==> config.mk <==
export PLATFORM = sky130hd
export DESIGN_NAME = rhbg_core
export DESIGN_NICKNAME = d
export VERILOG_FILES = /design/src/core/rhbg_pkg.sv /design/src/core/rhbg_sync.sv /design/src/core/rhbg_core.sv
export SDC_FILE = /design/constraint.sdc
export NUM_CORES = 1
export LEC_CHECK = 0
export BUFFER_PORTS_ARGS = -buffer_cell sky130_fd_sc_hd__buf_2
export CAP_MARGIN = 10
export CORE_ASPECT_RATIO = 0.6
export CORE_MARGIN = 2
export CORE_UTILIZATION = 30
export DETAILED_ROUTE_END_ITERATION = 12
export PLACE_DENSITY = 0.59
export SETUP_SLACK_MARGIN = 0.5
export SLEW_MARGIN = 5
export SYNTH_ARGS = -nofsm -noshare
export SYNTH_HDL_FRONTEND = slang
export SYNTH_SLANG_ARGS = --single-unit
==> constraint.sdc <==
create_clock -name mclk_i -period 2.71 [get_ports mclk_i]
set_input_delay 0.1355 -clock mclk_i [delete_from_list [all_inputs] [get_ports mclk_i]]
set_output_delay 0.1355 -clock mclk_i [all_outputs]
set_load 0.01 [all_outputs]
==> src/core/rhbg_pkg.sv <==
package rhbg_pkg;

	// ****************************************
	// Timing
	// ****************************************
	localparam int CLK_PERIOD_PS  = 5000;
	localparam int TD_MIN_PS      = 240000;
	localparam int TD_MAX_PS      = 1650000;
	localparam int TRST_MAX_US    = 5;
	// Least time rounds up, longest rounds down
	localparam int TD_MIN_CYC     = (TD_MIN_PS + CLK_PERIOD_PS - 1) / CLK_PERIOD_PS;
	localparam int TD_MAX_CYC_RAW = TD_MAX_PS / CLK_PERIOD_PS;
	localparam int TD_MAX_CYC     = (TD_MAX_CYC_RAW < 1) ? 1 : TD_MAX_CYC_RAW;
	localparam int TRST_MAX_CYC   = (TRST_MAX_US * 1000 * 1000) / CLK_PERIOD_PS;

	localparam int CNT_W          = 16;
	localparam int ACC_W          = 16;
	localparam logic [CNT_W-1:0] TD_MIN   = CNT_W'(TD_MIN_CYC);
	localparam logic [CNT_W-1:0] TD_MAX   = CNT_W'(TD_MAX_CYC);
	localparam logic [CNT_W-1:0] TRST_MAX = CNT_W'(TRST_MAX_CYC);
	// Accumulator step for a capacitive-mode event (low charge rate)
	localparam logic [ACC_W-1:0] ACC_LOW_STEP  = 16'h0011;
	localparam logic [ACC_W-1:0] ACC_TRIP_DFLT = 16'h1000;
	localparam logic [ACC_W-1:0] ACC_RST       = 16'h0000;

	typedef enum logic [2:0] {
		RHBG_IDLE,
		RHBG_DT_TO_HI,
		RHBG_HI_ON,
		RHBG_DT_TO_LO,
		RHBG_LO_ON,
		RHBG_TRIPPED
	} rhbg_state_t;

endpackage

==> src/core/rhbg_sync.sv <==
`timescale 1ns/100ps
`default_nettype none
module rhbg_sync
	import rhbg_pkg::*;
#(
	parameter int W = 1
) (
	input  wire logic         mclk_i,
	input  wire logic         rst_b_i,
	input  wire logic [W-1:0] async_i,
	output logic      [W-1:0] sync_o
);
	logic [W-1:0] meta_r;

	// Two-stage synchroniser, one per bit
	genvar g;
	generate
		for (g = 0; g < W; g++) begin : g_bit
			always_ff @(posedge mclk_i) begin
				if (!rst_b_i) begin
					meta_r[g] <= 1'b0;
					sync_o[g] <= 1'b0;
				end else begin
					meta_r[g] <= async_i[g];
					sync_o[g] <= meta_r[g];
				end
			end
		end
	endgenerate
endmodule
`default_nettype wire

==> src/core/rhbg_core.sv <==
`timescale 1ns/100ps
`default_nettype none
module rhbg_core
	import rhbg_pkg::*;
(
	// Clock and reset
	input  wire logic             mclk_i,
	input  wire logic             rst_b_i,
	// Enable comparators
	input  wire logic             supply_start_ok_i,
	input  wire logic             input_sense_ok_i,
	input  wire logic             feedback_ok_i,
	// Dead-time select comparator (high = at or above select_threshold)
	input  wire logic             dead_time_select_pin_i,
	// Midpoint slew comparators
	input  wire logic             midpoint_high_i,
	input  wire logic             midpoint_low_i,
	// Resonant current comparators
	input  wire logic             rc_above_pos_i,
	input  wire logic             rc_below_neg_i,
	input  wire logic             rc_reset_reached_i,
	input  wire logic             heavy_load_i,
	// Period control from frequency loop
	input  wire logic             switch_req_i,
	input  wire logic             startup_i,
	input  wire logic [ACC_W-1:0] accumulator_trip_level_i,
	// Drives and status
	output logic                  gate_high_o,
	output logic                  gate_low_o,
	output logic                  cap_level_b_sel_o,
	output logic                  cap_detect_o,
	output logic                  auto_dead_time_o,
	output logic [CNT_W-1:0]      dead_time_o,
	output logic [ACC_W-1:0]      overload_accumulator_node_o,
	output logic                  overload_latch_o
);

	// ****************************************
	// Input synchronisers
	// ****************************************
	logic [9:0] raw_w;
	logic [9:0] syn_w;
	assign raw_w = {supply_start_ok_i, input_sense_ok_i, feedback_ok_i,
		dead_time_select_pin_i, midpoint_high_i, midpoint_low_i,
		rc_above_pos_i, rc_below_neg_i, rc_reset_reached_i, heavy_load_i};

	rhbg_sync #(.W(10)) u_sync (
		.mclk_i  (mclk_i),
		.rst_b_i (rst_b_i),
		.async_i (raw_w),
		.sync_o  (syn_w)
	);

	wire vcc_ok    = syn_w[9];
	wire vsen_ok   = syn_w[8];
	wire fb_ok     = syn_w[7];
	wire sel_high  = syn_w[6];
	wire mid_high  = syn_w[5];
	wire mid_low   = syn_w[4];
	wire rc_pos    = syn_w[3];
	wire rc_neg    = syn_w[2];
	wire rc_rst    = syn_w[1];
	wire heavy     = syn_w[0];

	// ****************************************
	// State and registers
	// ****************************************
	rhbg_state_t      state_r, state_nxt;
	logic             mode_fixed_r;
	logic             mode_taken_r;
	logic [CNT_W-1:0] cnt_r;
	logic [CNT_W-1:0] slew_r;
	logic             slew_run_r;
	logic [CNT_W-1:0] dt_r;
	logic [ACC_W-1:0] acc_r;
	logic             olp_r;
	logic             rc_pos_d_r;
	logic             rc_neg_d_r;
	logic             cap_r;

	function automatic logic [CNT_W-1:0] clamp_dt(input logic [CNT_W-1:0] v);
		if (v < TD_MIN)
			return TD_MIN;
		else if (v > TD_MAX)
			return TD_MAX;
		else
			return v;
	endfunction

	// ****************************************
	// Decoding
	// ****************************************
	wire run_ok     = vcc_ok && vsen_ok && fb_ok;
	wire hard_reset = !vcc_ok || !vsen_ok;
	wire cap_hi     = (state_r == RHBG_HI_ON) && rc_pos_d_r && !rc_pos;
	wire cap_lo     = (state_r == RHBG_LO_ON) && rc_neg_d_r && !rc_neg;
	wire cap_evt    = cap_hi || cap_lo;
	wire reset_ok   = rc_rst || (cnt_r >= TRST_MAX);
	wire end_req    = (switch_req_i && !startup_i) || startup_i;
	wire on_done    = cap_evt || (end_req && reset_ok);
	wire mid_slewing = !mid_high && !mid_low;
	wire dt_arrived = (state_r == RHBG_DT_TO_HI) ? mid_high : mid_low;
	// Auto mode: dead time ends once the midpoint reaches the far rail inside the window, or at TD_MAX; fixed mode ends at TD_MIN
	wire dt_done    = mode_fixed_r ? (cnt_r >= TD_MIN)
		: ((cnt_r >= TD_MIN && dt_arrived) || cnt_r >= TD_MAX);
	wire [ACC_W:0] acc_sum = {1'b0, acc_r} + {1'b0, ACC_LOW_STEP};
	wire acc_trip   = acc_r >= accumulator_trip_level_i;

	always_comb begin
		state_nxt = state_r;
		unique case (state_r)
			RHBG_IDLE:     if (run_ok) state_nxt = RHBG_DT_TO_LO;
			RHBG_DT_TO_HI: if (dt_done) state_nxt = RHBG_HI_ON;
			RHBG_HI_ON:    if (on_done) state_nxt = RHBG_DT_TO_LO;
			RHBG_DT_TO_LO: if (dt_done) state_nxt = RHBG_LO_ON;
			RHBG_LO_ON:    if (on_done) state_nxt = RHBG_DT_TO_HI;
			RHBG_TRIPPED:  state_nxt = RHBG_TRIPPED;
		endcase
		if (olp_r || acc_trip)
			state_nxt = RHBG_TRIPPED;
		else if (!run_ok)
			state_nxt = RHBG_IDLE;
		if (hard_reset)
			state_nxt = RHBG_IDLE;
	end

	wire state_chg = state_nxt != state_r;

	// ****************************************
	// Sequencing
	// ****************************************
	always_ff @(posedge mclk_i) begin
		if (!rst_b_i) begin
			state_r <= RHBG_IDLE;
			cnt_r   <= '0;
		end else begin
			state_r <= state_nxt;
			cnt_r   <= state_chg ? '0 : cnt_r + 1'b1;
		end
	end

	// Mode caught once when the supply start condition is met
	always_ff @(posedge mclk_i) begin
		if (!rst_b_i) begin
			mode_fixed_r <= 1'b0;
			mode_taken_r <= 1'b0;
		end else if (!vcc_ok) begin
			mode_taken_r <= 1'b0;
		end else if (!mode_taken_r) begin
			mode_fixed_r <= sel_high;
			mode_taken_r <= 1'b1;
		end
	end

	// ****************************************
	// Dead-time measurement
	// ****************************************
	always_ff @(posedge mclk_i) begin
		if (!rst_b_i) begin
			slew_r     <= '0;
			slew_run_r <= 1'b0;
			dt_r       <= TD_MIN;
		end else begin
			slew_run_r <= mid_slewing;
			if (mid_slewing)
				slew_r <= slew_run_r ? slew_r + 1'b1 : CNT_W'(1);
			else if (slew_run_r && !mode_fixed_r)
				dt_r <= clamp_dt(slew_r);
			if (mode_fixed_r)
				dt_r <= TD_MIN;
		end
	end

	// ****************************************
	// Capacitive mode and overload
	// ****************************************
	always_ff @(posedge mclk_i) begin
		if (!rst_b_i) begin
			rc_pos_d_r <= 1'b0;
			rc_neg_d_r <= 1'b0;
			cap_r      <= 1'b0;
			acc_r      <= ACC_RST;
			olp_r      <= 1'b0;
		end else begin
			rc_pos_d_r <= rc_pos;
			rc_neg_d_r <= rc_neg;
			cap_r      <= cap_evt;
			if (hard_reset) begin
				acc_r <= ACC_RST;
				olp_r <= 1'b0;
			end else begin
				if (cap_evt)
					acc_r <= acc_sum[ACC_W] ? '1 : acc_sum[ACC_W-1:0];
				if (acc_trip)
					olp_r <= 1'b1;
			end
		end
	end

	// ****************************************
	// Outputs
	// ****************************************
	always_ff @(posedge mclk_i) begin
		if (!rst_b_i) begin
			gate_high_o <= 1'b0;
			gate_low_o  <= 1'b0;
		end else begin
			gate_high_o <= state_nxt == RHBG_HI_ON;
			gate_low_o  <= state_nxt == RHBG_LO_ON;
		end
	end

	assign cap_level_b_sel_o           = heavy;
	assign cap_detect_o                = cap_r;
	assign auto_dead_time_o            = !mode_fixed_r;
	assign dead_time_o                 = dt_r;
	assign overload_accumulator_node_o = acc_r;
	assign overload_latch_o            = olp_r;

endmodule
`default_nettype wire

**Yosys cells after proc, flatten, opt, wreduce, memory -nomap -nowiden**

Cells that the tools add are included.

- Bits in registers: 96
- Input bits: 30
- Memories kept: 0
- RAM bits: 0
- Output and inout bits: 38
- Bits in read-only memories: 0
- Bits in latches: 0
- Word-level logic and storage cells: 101

- Multiplexer cells: 15
- Shifts and indexed selects: 0
- Multiply operators: 0
- Bitwise operators: 3
- Divide/modulo/power cells: 0
- Reduce and logical (&&, ||, !) cells: 32
- Equal/unequal tests: 8
- Magnitude comparators: 6
- Add/subtract/negate cells: 3

Operators by type and width:

| cell | count |
|---|---|
| $mux 16 | 4 |
| $add 16x1->16 const B | 2 |
| $mux 3 | 7 |
| $pmux 3 s6 | 1 |
| $add 16x5->17 const B | 1 |
| $ge 16x10->1 const B | 1 |
| $ge 16x16->1 | 1 |
| $ge 16x6->1 const B | 1 |
| $ge 16x9->1 const B | 1 |
| $gt 16x9->1 const B | 1 |
| $lt 16x6->1 const B | 1 |
| $logic_and 1x1->1 | 11 |
| $eq 3x2->1 const B | 3 |
| $eq 3x3->1 const B | 3 |
| $logic_not 1->1 | 8 |
| $logic_or 1x1->1 | 7 |
| $reduce_or 2->1 | 3 |
| $reduce_and 2->1 | 2 |
| $eq 3x1->1 const B | 1 |
| $logic_not 3->1 | 1 |
| $mux 1 | 3 |
| $ne 3x3->1 | 1 |
| $not 1->1 | 3 |

**Depth between registers and ports, before layout**

- Depth in word-level cells: 12
- Depth in mapped cells: 10
- Depth with buffers taken out: 9

**Modules after synthesis**

A second synthesis with hierarchy kept.

- Cells, all modules: 480
- Area, all modules: 4,421.7 um^2

By module, submodules not included:

| module | cells each | sequential area each (um^2) | area an instance (um^2) | times used |
|---|---|---|---|---|
| rhbg_core | 438 | 1,521.5 | 3,860.0 | 1 |
| rhbg_sync | 42 | 400.4 | 561.8 | 1 |

**Worst setup path before layout**

OpenSTA, ideal clock, no wires.

- Path type: register to register
- Start point: register acc_r[0], in the netlist overload_accumulator_node_o[0]
- End point: register cnt_r[10]
- Stages on the path, launching flop included: 11
- Data arrival time: 2.502 ns
- Path buffers: 1
- Data required time: 2.637 ns
- Setup slack: 0.135 ns
- Cell sequence: dfxtp_1 inv_1 ha_1 or3b_1 o2111ai_1 a31o_1 a31oi_2 or3_1 a2bb2oi_4 buf_4 nor3_2

- Word-level cells in the longest chain between the ends: 6

Ends and longest elaborated chain:

| item | RTL line | source |
|---|---|---|
| from (decl) | rhbg_core.sv:75 | `logic [ACC_W-1:0] acc_r;` |
| from (signal assigned) | rhbg_core.sv:193 | `acc_r <= acc_sum[ACC_W] ? '1 : acc_sum[ACC_W-1:0];` |
| $ge 16x16->1 | rhbg_core.sv:107 | `wire acc_trip = acc_r >= accumulator_trip_level_i;` |
| $logic_or 1x1->1 | rhbg_core.sv:119 | `if (olp_r \|\| acc_trip)` |
| $mux 3 | rhbg_core.sv:119 |  |
| $mux 3 | rhbg_core.sv:123 | `if (hard_reset)` |
| $ne 3x3->1 | rhbg_core.sv:127 | `wire state_chg = state_nxt != state_r;` |
| $reduce_or 2->1 (no source line) | -- |  |
| to (signal assigned) | rhbg_core.sv:138 | `cnt_r <= state_chg ? '0 : cnt_r + 1'b1;` |
| to (decl) | rhbg_core.sv:71 | `logic [CNT_W-1:0] cnt_r;` |

No other way between the ends.
A chain may end at the register's enable or synchronous reset.

**Final worst setup path**

- Start point: register acc_r[0], in the netlist overload_accumulator_node_o[0]
- End point: register cnt_r[7]

The elaborated chain is that of the path after synthesis.

==> flow_metrics.py <==
metrics = {
    "outcome": {
        "outcome": "finished, final reports clean",
    },
    "final_layout": {
        "mostFrequentLayoutCells": "dfxtp_1, buf_2, nor2_1",
        "final_common_cell": "dfxtp_1",
        "drive_above_1_share": 0.276,
        "areaGrowthSynthToFinish_pct": 27.4,
        "diodes": 0,
        "final_area_um2": 5790,
        "nNetsFinal": 649,
    },
    "global_route": {
        "use_met3": 0.0317,
        "busiest_layer": "met2",
        "grt_usage": 0.147,
        "grt_max_degree": 27,
        "grt_first_pass_wirelength_mm": 19.1,
        "overflow": 0,
        "grt_pass1_vias": 3829,
        "use_met2": 0.218,
        "antenna_found_initial": 0,
        "grt_util_met1": 0.218,
    },
    "clock_tree": {
        "root_buffer": "clkbuf_16",
        "clock_sinks": 96,
        "insertion_delay_ns": 0.34,
        "htree_num_levels": 3,
        "clk_pin_slew_ns": 0.07,
        "cts_buffers": 9,
        "tritoncts": "yes",
        "clockBufferDepth": 2,
    },
    "power_and_ir_drop": {
        "comb_power_share": 0.047,
        "seq_power_share": 0.520,
        "internal-power_mw": 2.14,
        "clockPowerShare": 0.432,
        "p_sw_frac": 0.235,
        "peakVddDrop_uv": 292,
        "leakagePower_nw": 2.36,
        "p_sw_mw": 0.655,
        "powerDensity_nw_per_um2": 482,
    },
    "synth": {
        "netlist.area_leader.share": 0.423,
        "synth.ff_latch_count": 96,
        "ys_seq_area_frac": 0.423,
        "synthesis.nets": 554,
        "yosys.area_share.simple": 0.270,
        "muxShareOfSynthArea": 0.00688,
        "ys_top_cells_by_area": "dfxtp_1, ha_1, xor2_1",
        "synth_fa_ha_area_frac": 0.0551,
        "synth_cell_type_count": 62,
        "synth-async-reset-ratio": 0,
        "yosys.area_share.xor_xnor": 0.0768,
        "avgSynthCellArea_um2": 9.02,
        "synth_warnings": 0,
        "synth_top_family_by_area": "simple AND/OR/NAND/NOR gates",
        "post-synth-top-area-cell": "dfxtp_1",
        "synth_area_um2": 4550,
        "synthFlopType": "dfxtp_1",
        "synthCells": 504,
        "synth_edf_count": 0,
        "synth-compound-area-share": 0.125,
    },
    "worst_setup_path": {
        "worst-path-max-fanout": 7,
        "worst_setup_path_start_kind": "flip-flop",
        "cp.required_ns": 2.94,
        "crit_type": "flip-flop to flip-flop",
        "cp.arrival_ns": 2.61,
        "endpoint_kind": "flip-flop",
    },
    "sta": {
        "rsz0062_at_grt": "yes",
        "timing.final.crit_share": 0.877,
        "whs_ns": 0.00798,
        "fin_worst_skew_ns": 0.00891,
        "maxSlewHeadroom": 0.435,
        "finalHoldViolCount": 0,
        "finalMaxSlewViolations": 0,
        "setup_viol": 0,
        "fin_tns_setup_ns": 0,
        "fmax_ghz": 0.421,
        "tightest_slew_ns": 0.843,
        "timing.final.crit_period_ns": 2.38,
        "setup_ws_ns": 0.333,
    },
    "place": {
        "port-buffer-count": 67,
        "gp_congestion": 0.807,
        "placedInstanceArea_um2": 5220,
        "dp_hpwl_mm": 8.31,
        "place_ws_ns": 0.141,
    },
    "route": {
        "ant_nets": 0,
        "first_pass_iters": 5,
        "viasPerCell": 4.89,
        "wire_per_inst_um": 14.1,
        "wirelength_mm": 11.3,
        "num_vias": 3925,
        "drc": 0,
        "drt_iter0_drc": 204,
    },
    "die": {
        "io_pins": 68,
        "start_util": 0.311,
        "fp.dieH_um": 99.4,
        "core-area_um2": 14600,
        "fp.dieW_um": 163,
        "die-area_um2": 16200,
        "row_count": 34,
    },
    "job": {
        "drv_cap": 0,
    },
    "hold_path": {
        "hp-class": "primary input to flip-flop",
    },
}
==> sequential cells by signal (all words and copies together), names as in the netlist, 3 cells and up <==
| name | count |
|---|---|
| u_sync.meta_r | 10 |
| state_r | 3 |
| overload_accumulator_node_o | 16 |
| u_sync.sync_o | 10 |
| cnt_r | 16 |
| dead_time_o | 16 |
| slew_r | 16 |
==> critical path, cell delays in order, from the launching register on <==
cell and delay (ns):
dfxtp_4 0.36, inv_4 0.04, ha_4 0.19, or3b_4 0.36
o2111ai_2 0.08, a31o_1 0.22, a31oi_4 0.15, buf_4 0.18
o31a_1 0.27, a2bb2oi_4 0.21, buf_6 0.17, nor3_2 0.05
==> final timing paths <==
path                                                     from                           to  slack [ns]  cells past startpoint
setup / recovery  overload_accumulator_node_o[0]$_SDFFE_PP0P_          cnt_r[7]$_SDFF_PP0_        0.33                     11
hold / removal                                 midpoint_low_i  u_sync.meta_r[4]$_SDFF_PN0_       0.008                      2
setup reg to reg  overload_accumulator_node_o[0]$_SDFFE_PP0P_          cnt_r[7]$_SDFF_PP0_        0.33                     11
hold reg to reg                   u_sync.meta_r[4]$_SDFF_PN0_  u_sync.sync_o[4]$_SDFF_PN0_        0.44                      1
==> power by group through the flow <==
stage	clock (mW)	combinational [mW]	sequential [mW]
2_1_floorplan	0	0.0680	1.48
3_3_place_gp	0	0.113	1.49
3_5_place_dp	0	0.118	1.49
4_1_cts	1.24	0.131	1.45
5_1_grt	1.30	0.152	1.45
6_report	1.21	0.133	1.45
==> metrics by stage <==
stage	util	power [mW]	std cells
after floorplan	-	1.55	504
after global placement	0.357	1.60	767
after detailed placement	0.357	1.61	767
after CTS	0.393	2.83	801
after global routing	0.396	2.91	802
final	0.396	2.79	802
==> cell usage after synthesis, types with 4 or more instances <==
cell type / number
nor3_2: 11
and4_1: 5
nand4_1: 11
o21ai_0: 15
and2_1: 24
nor3_1: 19
xnor2_1: 15
a21oi_1: 30
nor2_1: 50
dfxtp_1: 96
xor2_1: 23
clkbuf_1: 11
nand3_1: 21
or3_1: 16
o31ai_1: 4
nor4_1: 5
and3_1: 13
ha_1: 20
inv_1: 28
nand2_1: 28
==> logic make-up (layout without fill, tap and decap cells) <==
| logic type | after synthesis | in the layout |
|---|---|---|
| AND/OR/NAND/NOR | 220 | 220 |
| multiplexers | 3 | 3 |
| adder cells (fa/ha/maj) | 20 | 20 |
| AO/OA/AOI/OAI | 79 | 79 |
| XOR/XNOR | 39 | 39 |
| flip-flops | 96 | 96 |
| buffers and inverters | 47 | 147 |
==> layer usage <==
layer	wire [um]	part of all wire
met5	0	0
met4	85	0.0075
met3	641	0.057
met2	4800	0.42
met1	5800	0.51
==> area by class of cell <==
type / instances / area, um^2
Tap cell: 198 / 248
Clock inverter: 7 / 60.1
Fill cell: 1464 / 8840
Inverter: 29 / 111
Clock buffer: 9 / 225
Timing Repair Buffer: 102 / 632
Multi-Input combinational cell: 361 / 2570
Sequential cell: 96 / 1940
==> timing repair <==
action,4_1_cts,5_1_grt
cloned,1,0
endpoints found under the hold margin,6,0
buffers inserted,11,1
endpoints found under the setup margin,28,29
pin swaps,13,14
gates resized for setup,22,10
hold buffers,6,0
No activity file was read; power rests on OpenSTA's default activity.
